===== config.mk =====
export PLATFORM = sky130hd
export DESIGN_NAME = group_flags
export DESIGN_NICKNAME = d
export VERILOG_FILES = /design/src/rtl/group_flags_pkg.sv /design/src/rtl/group_flags.sv
export SDC_FILE = /design/constraint.sdc
export NUM_CORES = 1
export LEC_CHECK = 0
export ABC_AREA = 1
export BUFFER_PORTS_ARGS = -buffer_cell sky130_fd_sc_hd__clkbuf_2
export CORE_AREA = 2 2 83 85
export CTS_CLUSTER_DIAMETER = 120
export DETAILED_ROUTE_END_ITERATION = 10
export DIE_AREA = 0 0 85 87
export GPL_TIMING_DRIVEN = 0
export PLACE_DENSITY = 0.86
export SLEW_MARGIN = 20
export SYNTH_ARGS = -nofsm -noshare
export SYNTH_HDL_FRONTEND = slang
export SYNTH_SLANG_ARGS = --single-unit

===== constraint.sdc =====
create_clock -name pclk -period 1.7 [get_ports pclk]
set_input_delay 0.17 -clock pclk [delete_from_list [all_inputs] [get_ports pclk]]
set_output_delay 0.17 -clock pclk [all_outputs]
set_load 0.03 [all_outputs]

===== src/rtl/group_flags_pkg.sv =====
package group_flags_pkg;
    // ****************************************
    // Register map
    // ****************************************
    localparam logic [11:0] GROUP_FLAGS_ADDR = 12'h000;
    localparam logic [11:0] CAP_STATUS_ADDR = 12'h004;
    localparam logic [11:0] DEV_CTRL_ADDR = 12'h008;
    // ****************************************
    // Field positions of group_flags
    // ****************************************
    localparam int ALLOW_LSB = 20;
    localparam int RESV_LSB = 8;
    localparam int GLOBAL_BIT = 7;
    localparam int TC1_LSB = 3;
    localparam int TC0_LSB = 0;
    // Bits that software may ever hold
    localparam logic [31:0] FLAGS_IMPL_MASK = 32'h0FF0FFBF;
    // ****************************************
    // Reset values
    // ****************************************
    localparam logic [7:0] ALLOW_RESET = 8'h00;
    localparam logic [7:0] RESV_RESET = 8'h00;
    localparam logic GLOBAL_RESET = 1'b0;
    localparam logic [2:0] TC_RESET = 3'h0;
    localparam logic DEV_EN_RESET = 1'b0;
endpackage

===== src/rtl/group_flags.sv =====
// Behaviour
// - Hold 8-bit allowed-token cap in bits 27:20.
// - Without token support, token fields are read-only and ignored.
// - Hold 8-bit reserved-token count in bits 15:8.
// - Bit 7 clear: device-wide ceiling not applied to group.
// - Bit 7 set: device-wide ceiling applied, group cap still applies.
// - Without global-ceiling support, bit 7 is reserved.
// - Selector one uses traffic class from bits 5:3.
// - Selector zero uses traffic class from bits 2:0.
// - Group fields writable only while device disabled.
// - Without configuration support, fields always read-only.
//
// The placing of the registers and the APB slave port are this design's own decisions.
`timescale 1ns/100ps
module group_flags
    import group_flags_pkg::*;
(
    input wire logic pclk, // Device clock
    input wire logic presetn, // Async reset, active low
    input wire logic psel, // APB select
    input wire logic penable, // APB access phase
    input wire logic pwrite, // APB direction
    input wire logic [11:0] paddr, // APB byte address
    input wire logic [31:0] pwdata, // APB write data
    output logic [31:0] prdata, // APB read data
    output logic pready, // APB ready
    output logic pslverr, // APB error
    input wire logic cap_config_support, // Configuration support capability
    input wire logic cap_tokens_support, // Bandwidth token capability
    input wire logic cap_global_support, // Global ceiling capability
    input wire logic tc_select, // Descriptor traffic-class selector
    output logic [2:0] traffic_class, // Class for current access
    output logic [7:0] tokens_allowed, // Group token cap, zero if unused
    output logic [7:0] tokens_reserved, // Group reservation, zero if unused
    output logic use_global_limit // Apply device-wide ceiling
);
    // ****************************************
    // Capability synchronisers
    // ****************************************
    logic [2:0] cap_meta_reg;
    logic [2:0] cap_reg;
    // Straps may come from another domain, so two flops first
    always_ff @(posedge pclk or negedge presetn) begin
        if (!presetn) begin
            cap_meta_reg <= 3'h0;
            cap_reg <= 3'h0;
        end else begin
            cap_meta_reg <= {cap_global_support, cap_tokens_support, cap_config_support};
            cap_reg <= cap_meta_reg;
        end
    end
    logic cfg_ok;
    logic tok_ok;
    logic glb_ok;
    assign cfg_ok = cap_reg[0];
    assign tok_ok = cap_reg[1];
    assign glb_ok = cap_reg[2];

    // ****************************************
    // APB decode
    // ****************************************
    logic wr_en;
    logic rd_en;
    logic hit;
    assign hit = (paddr == GROUP_FLAGS_ADDR) || (paddr == CAP_STATUS_ADDR)
                 || (paddr == DEV_CTRL_ADDR);
    assign wr_en = psel && penable && pwrite && pready;
    assign rd_en = psel && !penable && !pwrite;

    // ****************************************
    // Storage
    // ****************************************
    logic dev_en_reg;
    logic [7:0] allow_reg;
    logic [7:0] resv_reg;
    logic global_reg;
    logic [2:0] tc1_reg;
    logic [2:0] tc0_reg;
    logic unlocked;
    // Fields lock while device runs or configuration is fixed
    // lock condition
    assign unlocked = !dev_en_reg && cfg_ok;

    // Device enable, a register of its own
    always_ff @(posedge pclk or negedge presetn) begin
        if (!presetn) begin
            dev_en_reg <= DEV_EN_RESET;
        end else if (wr_en && paddr == DEV_CTRL_ADDR) begin
            dev_en_reg <= pwdata[0];
        end
    end

    // Token fields
    // token storage
    always_ff @(posedge pclk or negedge presetn) begin
        if (!presetn) begin
            allow_reg <= ALLOW_RESET;
            resv_reg <= RESV_RESET;
        end else if (wr_en && paddr == GROUP_FLAGS_ADDR && unlocked && tok_ok) begin
            allow_reg <= pwdata[ALLOW_LSB +: 8];
            resv_reg <= pwdata[RESV_LSB +: 8];
        end
    end

    // Global-limit selector
    // global bit storage
    always_ff @(posedge pclk or negedge presetn) begin
        if (!presetn) begin
            global_reg <= GLOBAL_RESET;
        end else if (wr_en && paddr == GROUP_FLAGS_ADDR && unlocked && glb_ok) begin
            global_reg <= pwdata[GLOBAL_BIT];
        end
    end

    // Traffic classes
    // class storage
    always_ff @(posedge pclk or negedge presetn) begin
        if (!presetn) begin
            tc1_reg <= TC_RESET;
            tc0_reg <= TC_RESET;
        end else if (wr_en && paddr == GROUP_FLAGS_ADDR && unlocked) begin
            tc1_reg <= pwdata[TC1_LSB +: 3];
            tc0_reg <= pwdata[TC0_LSB +: 3];
        end
    end

    // ****************************************
    // Read path
    // ****************************************
    logic [31:0] flags_view;
    always_comb begin
        flags_view = 32'h0;
        flags_view[ALLOW_LSB +: 8] = allow_reg;
        flags_view[RESV_LSB +: 8] = resv_reg;
        flags_view[GLOBAL_BIT] = global_reg;
        flags_view[TC1_LSB +: 3] = tc1_reg;
        flags_view[TC0_LSB +: 3] = tc0_reg;
        flags_view = flags_view & FLAGS_IMPL_MASK;
    end

    // Read data captured in setup, so every access ends with no wait state
    always_ff @(posedge pclk or negedge presetn) begin
        if (!presetn) begin
            prdata <= 32'h0;
        end else if (rd_en) begin
            unique case (paddr)
                GROUP_FLAGS_ADDR: prdata <= flags_view;
                CAP_STATUS_ADDR: prdata <= {28'h0, unlocked, cap_reg};
                DEV_CTRL_ADDR: prdata <= {31'h0, dev_en_reg};
                default: prdata <= 32'h0;
            endcase
        end
    end

    // Ready from the first cycle of the access phase; unmapped address errors
    always_ff @(posedge pclk or negedge presetn) begin
        if (!presetn) begin
            pready <= 1'b0;
            pslverr <= 1'b0;
        end else begin
            pready <= psel && !penable;
            pslverr <= psel && !penable && !hit;
        end
    end

    // ****************************************
    // Consumer outputs
    // ****************************************
    // Unsupported fields are presented as zero, so users ignore them
    // output gating
    always_ff @(posedge pclk or negedge presetn) begin
        if (!presetn) begin
            tokens_allowed <= 8'h00;
            tokens_reserved <= 8'h00;
            use_global_limit <= 1'b0;
        end else begin
            tokens_allowed <= tok_ok ? allow_reg : 8'h00;
            tokens_reserved <= tok_ok ? resv_reg : 8'h00;
            use_global_limit <= glb_ok && global_reg;
        end
    end

    // Class for the access; one cycle of latency from the selector
    // class select
    always_ff @(posedge pclk or negedge presetn) begin
        if (!presetn) begin
            traffic_class <= TC_RESET;
        end else begin
            traffic_class <= tc_select ? tc1_reg : tc0_reg;
        end
    end

    // ****************************************
    // Assertions
    // ****************************************
    property p_class_pick;
        @(posedge pclk) disable iff (!presetn)
        1'b1 |=> traffic_class == ($past(tc_select) ? $past(tc1_reg) : $past(tc0_reg));
    endproperty
    a_class_pick: assert property (p_class_pick) else $error("wrong class");

    property p_global;
        @(posedge pclk) disable iff (!presetn)
        (!global_reg || !glb_ok) |=> !use_global_limit;
    endproperty
    a_global: assert property (p_global) else $error("global limit leaked");

    property p_global_on;
        @(posedge pclk) disable iff (!presetn)
        (global_reg && glb_ok) |=> use_global_limit;
    endproperty
    a_global_on: assert property (p_global_on) else $error("global limit lost");

    property p_lock;
        @(posedge pclk) disable iff (!presetn)
        !unlocked |=> $stable(allow_reg) && $stable(tc0_reg) && $stable(global_reg);
    endproperty
    a_lock: assert property (p_lock) else $error("locked field changed");

    property p_tok_ro;
        @(posedge pclk) disable iff (!presetn)
        !tok_ok |=> $stable(resv_reg) && tokens_reserved == 8'h00;
    endproperty
    a_tok_ro: assert property (p_tok_ro) else $error("token field writable");

    property p_rsvd;
        @(posedge pclk) disable iff (!presetn)
        $past(rd_en) && $past(paddr) == GROUP_FLAGS_ADDR |-> prdata[19:16] == 4'h0 && !prdata[6];
    endproperty
    a_rsvd: assert property (p_rsvd) else $error("reserved bits nonzero");

    property p_write_allow;
        @(posedge pclk) disable iff (!presetn)
        wr_en && paddr == GROUP_FLAGS_ADDR && unlocked && tok_ok
            |=> allow_reg == $past(pwdata[27:20]);
    endproperty
    a_write_allow: assert property (p_write_allow) else $error("allowed not stored");

    property p_nocfg;
        @(posedge pclk) disable iff (!presetn)
        !cfg_ok |=> $stable(tc1_reg);
    endproperty
    a_nocfg: assert property (p_nocfg) else $error("config not locked");
endmodule // group_flags


==> results of run 1 <==
-- cells by family after synthesis --
kind of cell           count (synthesis)  synth area share
and+or+nand+nor                      163             0.239
other                                  1           0.00122
DFF                                   75             0.609
AOI/OAI and AO/OA                     31            0.0520
buffers and inverters                 58            0.0991
-- critical path, stage by stage (launching register included) --
cell and delay (ns):
dfrtp_1 0.35, nand4_1 0.13, inv_1 0.10, nand2_1 0.10, nor2_4 0.14, nand2_2 0.12, buf_2 0.21, nand2_1 0.07
nand2_1 0.06
-- layout make-up --
class / instances / area (sq um) / area share
flip-flops and latches: 75 / 1880 / 0.479
multi-input cells: 203 / 930 / 0.237
repair buffers: 93 / 510 / 0.130
plain buffers: 22 / 170 / 0.0435
clock buffers: 10 / 138 / 0.0352
inverters: 36 / 135 / 0.0345
well taps: 80 / 100 / 0.0256
clock inverters: 6 / 55.1 / 0.0141
-- worst min path at each step --
stage	from	end	slack, ns	depth (start not counted)
floorplan	presetn	allow_reg[0]	-0.13	0
global placement	cap_tokens_support	cap_meta_reg[1]	0.28	1
detailed placement	presetn	tokens_allowed[0]	0.10	1
CTS	penable	pready	0.007	2
global route	penable	pready	0.02	2
finish	penable	pready	0.01	2
-- metrics by stage --
step	setup WS, ns	std cells
after floorplan	0.313	336
after global placement	-0.100	504
after detailed placement	0.186	505
after CTS	0.273	525
after global routing	0.159	525
final	0.295	525
-- repair_timing --
item / CTS / global route
endpoints found under the hold margin: 22 / 0
hold buffers: 4 / 0
resized for setup: 0 / 0
-- power groups by stage --
stage | clock network, mW | logic (mW) | registers, mW
finish | 1.35 | 0.229 | 1.80
global route | 1.43 | 0.252 | 1.80
CTS | 1.36 | 0.232 | 1.80
detailed placement | 0 | 0.223 | 1.84
global placement | 0 | 0.210 | 1.84
floorplan | 0 | 0.0861 | 1.85
-- per-layer routing --
| layer | vias to the layer above | track usage | wire (um) |
|---|---|---|---|
| met5 | - | 0 | 0 |
| met4 | 0 | 0.0895 | 178 |
| met3 | 18 | 0.0445 | 375 |
| met2 | 85 | 0.344 | 3740 |
| met1 | 1178 | 0.248 | 2820 |
| li1 | 1221 | - | - |
-- cell usage after synthesis (2+ instances only) --
cell | instances | area share
clkbuf_1 | 4 | 0.0049
o21ai_0 | 27 | 0.044
buf_2 | 2 | 0.0032
buf_4 | 12 | 0.029
nand4_1 | 2 | 0.0041
dfrtp_1 | 75 | 0.61
nand2_2 | 2 | 0.0041
o31ai_1 | 2 | 0.0049
nor2_4 | 2 | 0.0073
a21oi_1 | 2 | 0.0032
nand2_1 | 118 | 0.14
nor2_1 | 11 | 0.013
nand3_1 | 14 | 0.023
inv_1 | 35 | 0.043
nand3_2 | 11 | 0.036
nor2_2 | 2 | 0.0041
buf_12 | 2 | 0.013
==> qor.csv, run 1 <==
stage,metric,value,unit
synth,synth_edf_count,0,
clock_network,h-tree-depth,3,
timing,drv_slew,0,
setup_path,critPathCapture,resv_reg[0],
final_layout,nets,493,
synth,syn_inst,328,
final_layout,fill_cells,546,
final_layout,largest_reg_flops,23,
setup_path,startpoint,pready,
synth,synth-seq-cells,75,
final_layout,top_register,prdata,
clock_network,cts-root-buf,clkbuf_8,
place,portBuffers,88,
global_route,antenna_found_initial,0,
floorplanning,die_x,85,um
power,power.switching,0.800,mW
global_route,grt_pass1_wl,11.4,mm
timing,hold_viol,0,
floorplanning,dieHeight,87,um
setup_path,worst-setup-path-type,flop to flop,
setup_path,rr_worst_depth,8,
synth,async_flop_share,1.00,
setup_path,timing.rr.start,pready,
final_layout,antenna_cells,0,
synth,synth_ff_type,dfrtp_1,
route,vias_per_cell,4.77,
power,peakVddDrop,0.419,mV
clock_network,cts_setup_buffers,0,
synth,ys_seq_area_frac,0.609,
power,swShare,0.236,
clock_network,insertion_delay,0.36,ns
global_route,overflow,0,
floorplanning,rows,30,
clock_network,path_clk_slew,0.07,ns
timing,fin_crit,1.40,ns
route,wire_per_inst,13.6,um
setup_path,critPathMaxFanout,10,
final_layout,stdcell_area,3920,sq um
final_layout,mostFrequentLayoutCells,"nand2_1, clkbuf_2, dfrtp_1",
outcome,outcome,finished clean,
synth,yosysUniqueCellTypes,22,
power,p_clk_frac,0.399,
run,drv_cap,0,
clock_network,numClockSinks,75,
power,power.share.combinational,0.068,
synth,syn_area_per_cell,9.40,sq um
setup_path,worst_setup_path_end_kind,flop,
power,pwr-share-seq,0.533,
global_route,grt_usage,0.202,
route,drtIter0Drc,156,
timing,setup_viol,0,
floorplanning,core,6570,sq um
place,placedInstanceArea,3680,sq um
timing,rsz0062_at_grt,false,
route,dr.pass1.iters,4,
route,wl,7.12,mm
timing,fin_tns_setup,0,ns
floorplanning,io_pins,107,
route,vias,2502,
power,power.density,864,nW/um^2
setup_path,worstPathRequired,1.94,ns
setup_path,rrSetupSlack,0.30,ns
power,p_leak,2.25,nW
route,route.detailed.drc,0,
global_route,grt_start_max_net_pins,57,
route,drtAntennaViolNets,0,
setup_path,reg2reg_to,resv_reg[0],
timing,fin_crit_sh,0.826,
setup_path,start_kind,flop,
clock_network,cts_tree,built,
floorplanning,dieArea,7400,sq um
worst_hold_path,hp-class,input port to flop,
setup_path,worst_ep_arrival_time,1.65,ns
final_layout,drive_above_1_share,0.315,
synth,ys_warn_count,0,
final_layout,fin_util,0.596,
global_route,grt_pass1_vias,2451,
clock_network,numCtsBuffers,9,
floorplanning,initial_utilization,0.469,
timing,fmax,712,MHz
power,p_total,3.38,mW
timing,hold_ws,0.0146,ns
final_layout,final_common_cell,nand2_1,
place,dp_hpwl,5.16,mm
clock_network,cts_max_path_buffers,2,
power,power.internal,2.58,mW
synth,syn_area,3080,sq um
place,gp_congestion,0.865,
final_layout,syn_to_final_growth,27.0,%
timing,skew,0.00726,ns
Power figures use the tool's default switching activity.
==> run 2, diff against run 1 <==
- ABC_AREA: 1 -> 0
- CORE_AREA: 2 2 83 85 -> 2 2 81 83
- DIE_AREA: 0 0 85 87 -> 0 0 83 85
- PLACE_DENSITY: 0.86 -> 0.85
- clock period: 1.7 -> 1.3 ns (I/O delays scaled with it)
==> run 2 against run 1 <==
  * The flow now finishes with violations (setup timing)
  * Design area shrank 0.16%
  * Flip-flop and latch count is the same
  * Clock power grew 48%
  * Maximum frequency shrank 9.4%
  * Routed wire length shrank 16%
  * Non-clock buffer count grew 5
  * Utilization grew 3.4 points
  * Clock-buffer cell count grew 2
  * Register-to-register slack lost 0.54 ns
  * Critical path depth shrank 3
  * Critical endpoint is now allow_reg[3]
  * Largest power group unchanged
==> qor.csv, run 2 <==
stage,metric,value,unit,change
synth,ys_warn_count,0,,unchanged
clock_network,numCtsBuffers,9,,unchanged
final_layout,drive_above_1_share,0.513,,+0.198
setup_path,critPathMaxFanout,6,,-4
timing,hold_viol,0,,unchanged
power,p_leak,2.10,nW,-7.1%
setup_path,start_kind,flop,,
route,route.detailed.drc,0,,unchanged
synth,synth_edf_count,0,,unchanged
route,drtIter0Drc,65,,-58%
synth,yosysMostFrequentCell,dfrtp_1,,
route,dr.pass1.iters,4,,unchanged
worst_hold_path,worstHoldStart,pwdata[12],,
synth,syn_area_per_cell,14.9,sq um,+59%
outcome,failed_checks,setup timing,,
route,vias_per_cell,4.78,,+0.24%
global_route,grt_usage,0.182,,-0.0199
synth,synth-seq-cells,75,,unchanged
setup_path,timing.rr.start,dev_en_reg,,
run,drv_cap,0,,unchanged
place,dp_hpwl,4.15,mm,-19%
final_layout,multiInputGateArea,955,sq um,+2.7%
synth,synth_ff_type,dfrtp_1,,
outcome,outcome,"complete, but fails checks",,
floorplanning,io_pins,107,,unchanged
global_route,grt_pass1_wl,9.96,mm,-13%
timing,setup_viol,23,,+23
final_layout,antenna_cells,0,,unchanged
synth,ys_seq_area_frac,0.652,,+0.0432
timing,fmax,645,MHz,-9.4%
setup_path,worst_setup_path_end_kind,flop,,
floorplanning,dieHeight,85,um,-2.3%
global_route,grt_pass1_vias,2022,,-18%
power,p_total,4.62,mW,+36%
setup_path,reg2reg_to,allow_reg[3],,
final_layout,largest_reg_flops,23,,unchanged
final_layout,regArea,1880,sq um,about the same
timing,rsz0062_at_grt,true,,
route,wl,5.96,mm,-16%
clock_network,path_clk_slew,0.08,ns,about the same
setup_path,worstPathRequired,1.52,ns,-0.42 ns
global_route,overflow,0,,unchanged
route,wire_per_inst,15.1,um,+11%
place,portBuffers,87,,-1.1%
synth,synth_top_area_cell,dfrtp_1,,
clock_network,cts_max_path_buffers,2,,unchanged
synth,netlist_top_cells_count,"dfrtp_1, a22o_1, and2_1, mux2_2, buf_4",,
synth,synthTopCellsByArea,"dfrtp_1, mux2_2, a22o_1",,
synth,syn_area,2880,sq um,-6.6%
clock_network,numClockSinks,75,,unchanged
route,drtAntennaViolNets,0,,unchanged
synth,syn_inst,193,,-41%
worst_hold_path,hp-class,input port to flop,,
place,placedInstanceArea,3470,sq um,-5.8%
floorplanning,core,6200,sq um,-5.5%
floorplanning,rows,29,,-3.3%
clock_network,insertion_delay,0.34,ns,-0.02 ns
final_layout,nets,366,,-26%
timing,fin_crit_sh,1.19,,+0.366
clock_network,cts_tree,built,,
final_layout,stdcell_area,3910,sq um,-0.16%
timing,skew,0.0100,ns,+0.00278 ns
setup_path,rr_worst_depth,5,,-3
timing,fin_crit,1.55,ns,+0.145 ns
floorplanning,initial_utilization,0.464,,-0.00534
place,pre_cts_ws,-0.424,ns,-0.610 ns
final_layout,mostFrequentLayoutCells,"clkbuf_2, dfrtp_1, mux2_4",,
power,power.density,1180,nW/um^2,+37%
timing,drv_slew,0,,unchanged
synth,synth_top_cell_area_share,0.652,,+0.0432
setup_path,worst_ep_arrival_time,1.77,ns,+0.12 ns
floorplanning,dieArea,7060,sq um,-4.6%
final_layout,fill_cells,475,,-13%
clock_network,h-tree-depth,3,,unchanged
floorplanning,die_x,83,um,-2.4%
synth,yosysUniqueCellTypes,31,,+41%
timing,max_slew_margin,0.657,,
timing,setup_slack,-0.250,ns,-0.545 ns
clock_network,cts-root-buf,clkbuf_8,,
worst_hold_path,min_path_cells,2,,unchanged
synth,async_flop_share,1.00,,unchanged
setup_path,worst-setup-path-type,flop to flop,,
route,vias,1887,,-25%
final_layout,syn_to_final_growth,35.8,%,
power,peakVddDrop,1.03,mV,+150%
place,gp_congestion,0.806,,-6.8%
timing,worstMarginPinSlew,0.514,ns,
global_route,antenna_found_initial,0,,unchanged
final_layout,final_common_cell,clkbuf_2,,
global_route,grt_start_max_net_pins,41,,-28%
worst_hold_path,hold_end,resv_reg[4],,
setup_path,rrSetupSlack,-0.25,ns,-0.54 ns
final_layout,top_register,prdata,,
run 2: repair_timing:
action                                 in CTS  in global routing
setup endpoints to repair                  22                 34
resized for setup                          18                  7
endpoints found under the hold margin      40                  1
hold buffers                                6                  1
gates cloned                                1                  0
buffers inserted                            5                  2
run 2: routing by layer:
layer | vias to the layer above | wire length (um) | track usage
li1 | 889 | - | -
met1 | 927 | 2550 | 0.230
met2 | 58 | 3030 | 0.300
met3 | 13 | 289 | 0.0545
met4 | 0 | 91 | 0.0686
met5 | - | 0 | 0
run 2: critical path, cell delays in order, from the launching register on:
cell and delay, ns:
dfrtp_1 0.38, and2b_2 0.22, and2b_4 0.15, and3_4 0.25, buf_8 0.15, mux2_4 0.30
run 2: worst max-delay path by stage:
stage / startpoint / endpoint / cells past startpoint
3_3_place_gp: presetn / pready / 1
6_report: dev_en_reg / allow_reg[3] / 5
3_5_place_dp: paddr[9] / allow_reg[5] / 7
4_1_cts: dev_en_reg / allow_reg[3] / 6
5_1_grt: dev_en_reg / allow_reg[3] / 5
2_1_floorplan: pready / allow_reg[0] / 6
run 2: area by class of cell:
type	instances	share of cell area
buffer	17	0.0349
clock buffer	12	0.0397
clock inverter	4	0.0186
multi-input combinational	107	0.244
sequential	75	0.480
tap	77	0.0246
timing repair buffer	103	0.157
run 2: cells by family (layout without fill, tap and decap cells):
kind of cell           count (synthesis)  in the layout  synth area share
other                                  1              9           0.00130
buffers and inverters                 19            136            0.0513
DFF                                   75             75             0.652
and+or+nand+nor                       42             42            0.0935
muxes                                 31             31             0.133
AOI/OAI and AO/OA                     25             25            0.0691
run 2: power breakdown:
part           switching (mW)  internal, mW
Combinational           0.150         0.114
Clock                   0.816          1.18
Sequential            0.00947          2.34
Total                   0.975          3.64
run 2: stage by stage:
| step | setup TNS [ns] | utilization | instances | hold WS, ns |
|---|---|---|---|---|
| 2_1_floorplan | -5.81 | - | 201 | -0.166 |
| 3_3_place_gp | -44.17 | 0.556 | 365 | 0.238 |
| 3_5_place_dp | -12.35 | 0.559 | 366 | 0.151 |
| 4_1_cts | -5.74 | 0.624 | 393 | 0.00177 |
| 5_1_grt | -5.67 | 0.630 | 395 | 0.00422 |
| 6_report | -4.78 | 0.630 | 395 | 0.0206 |
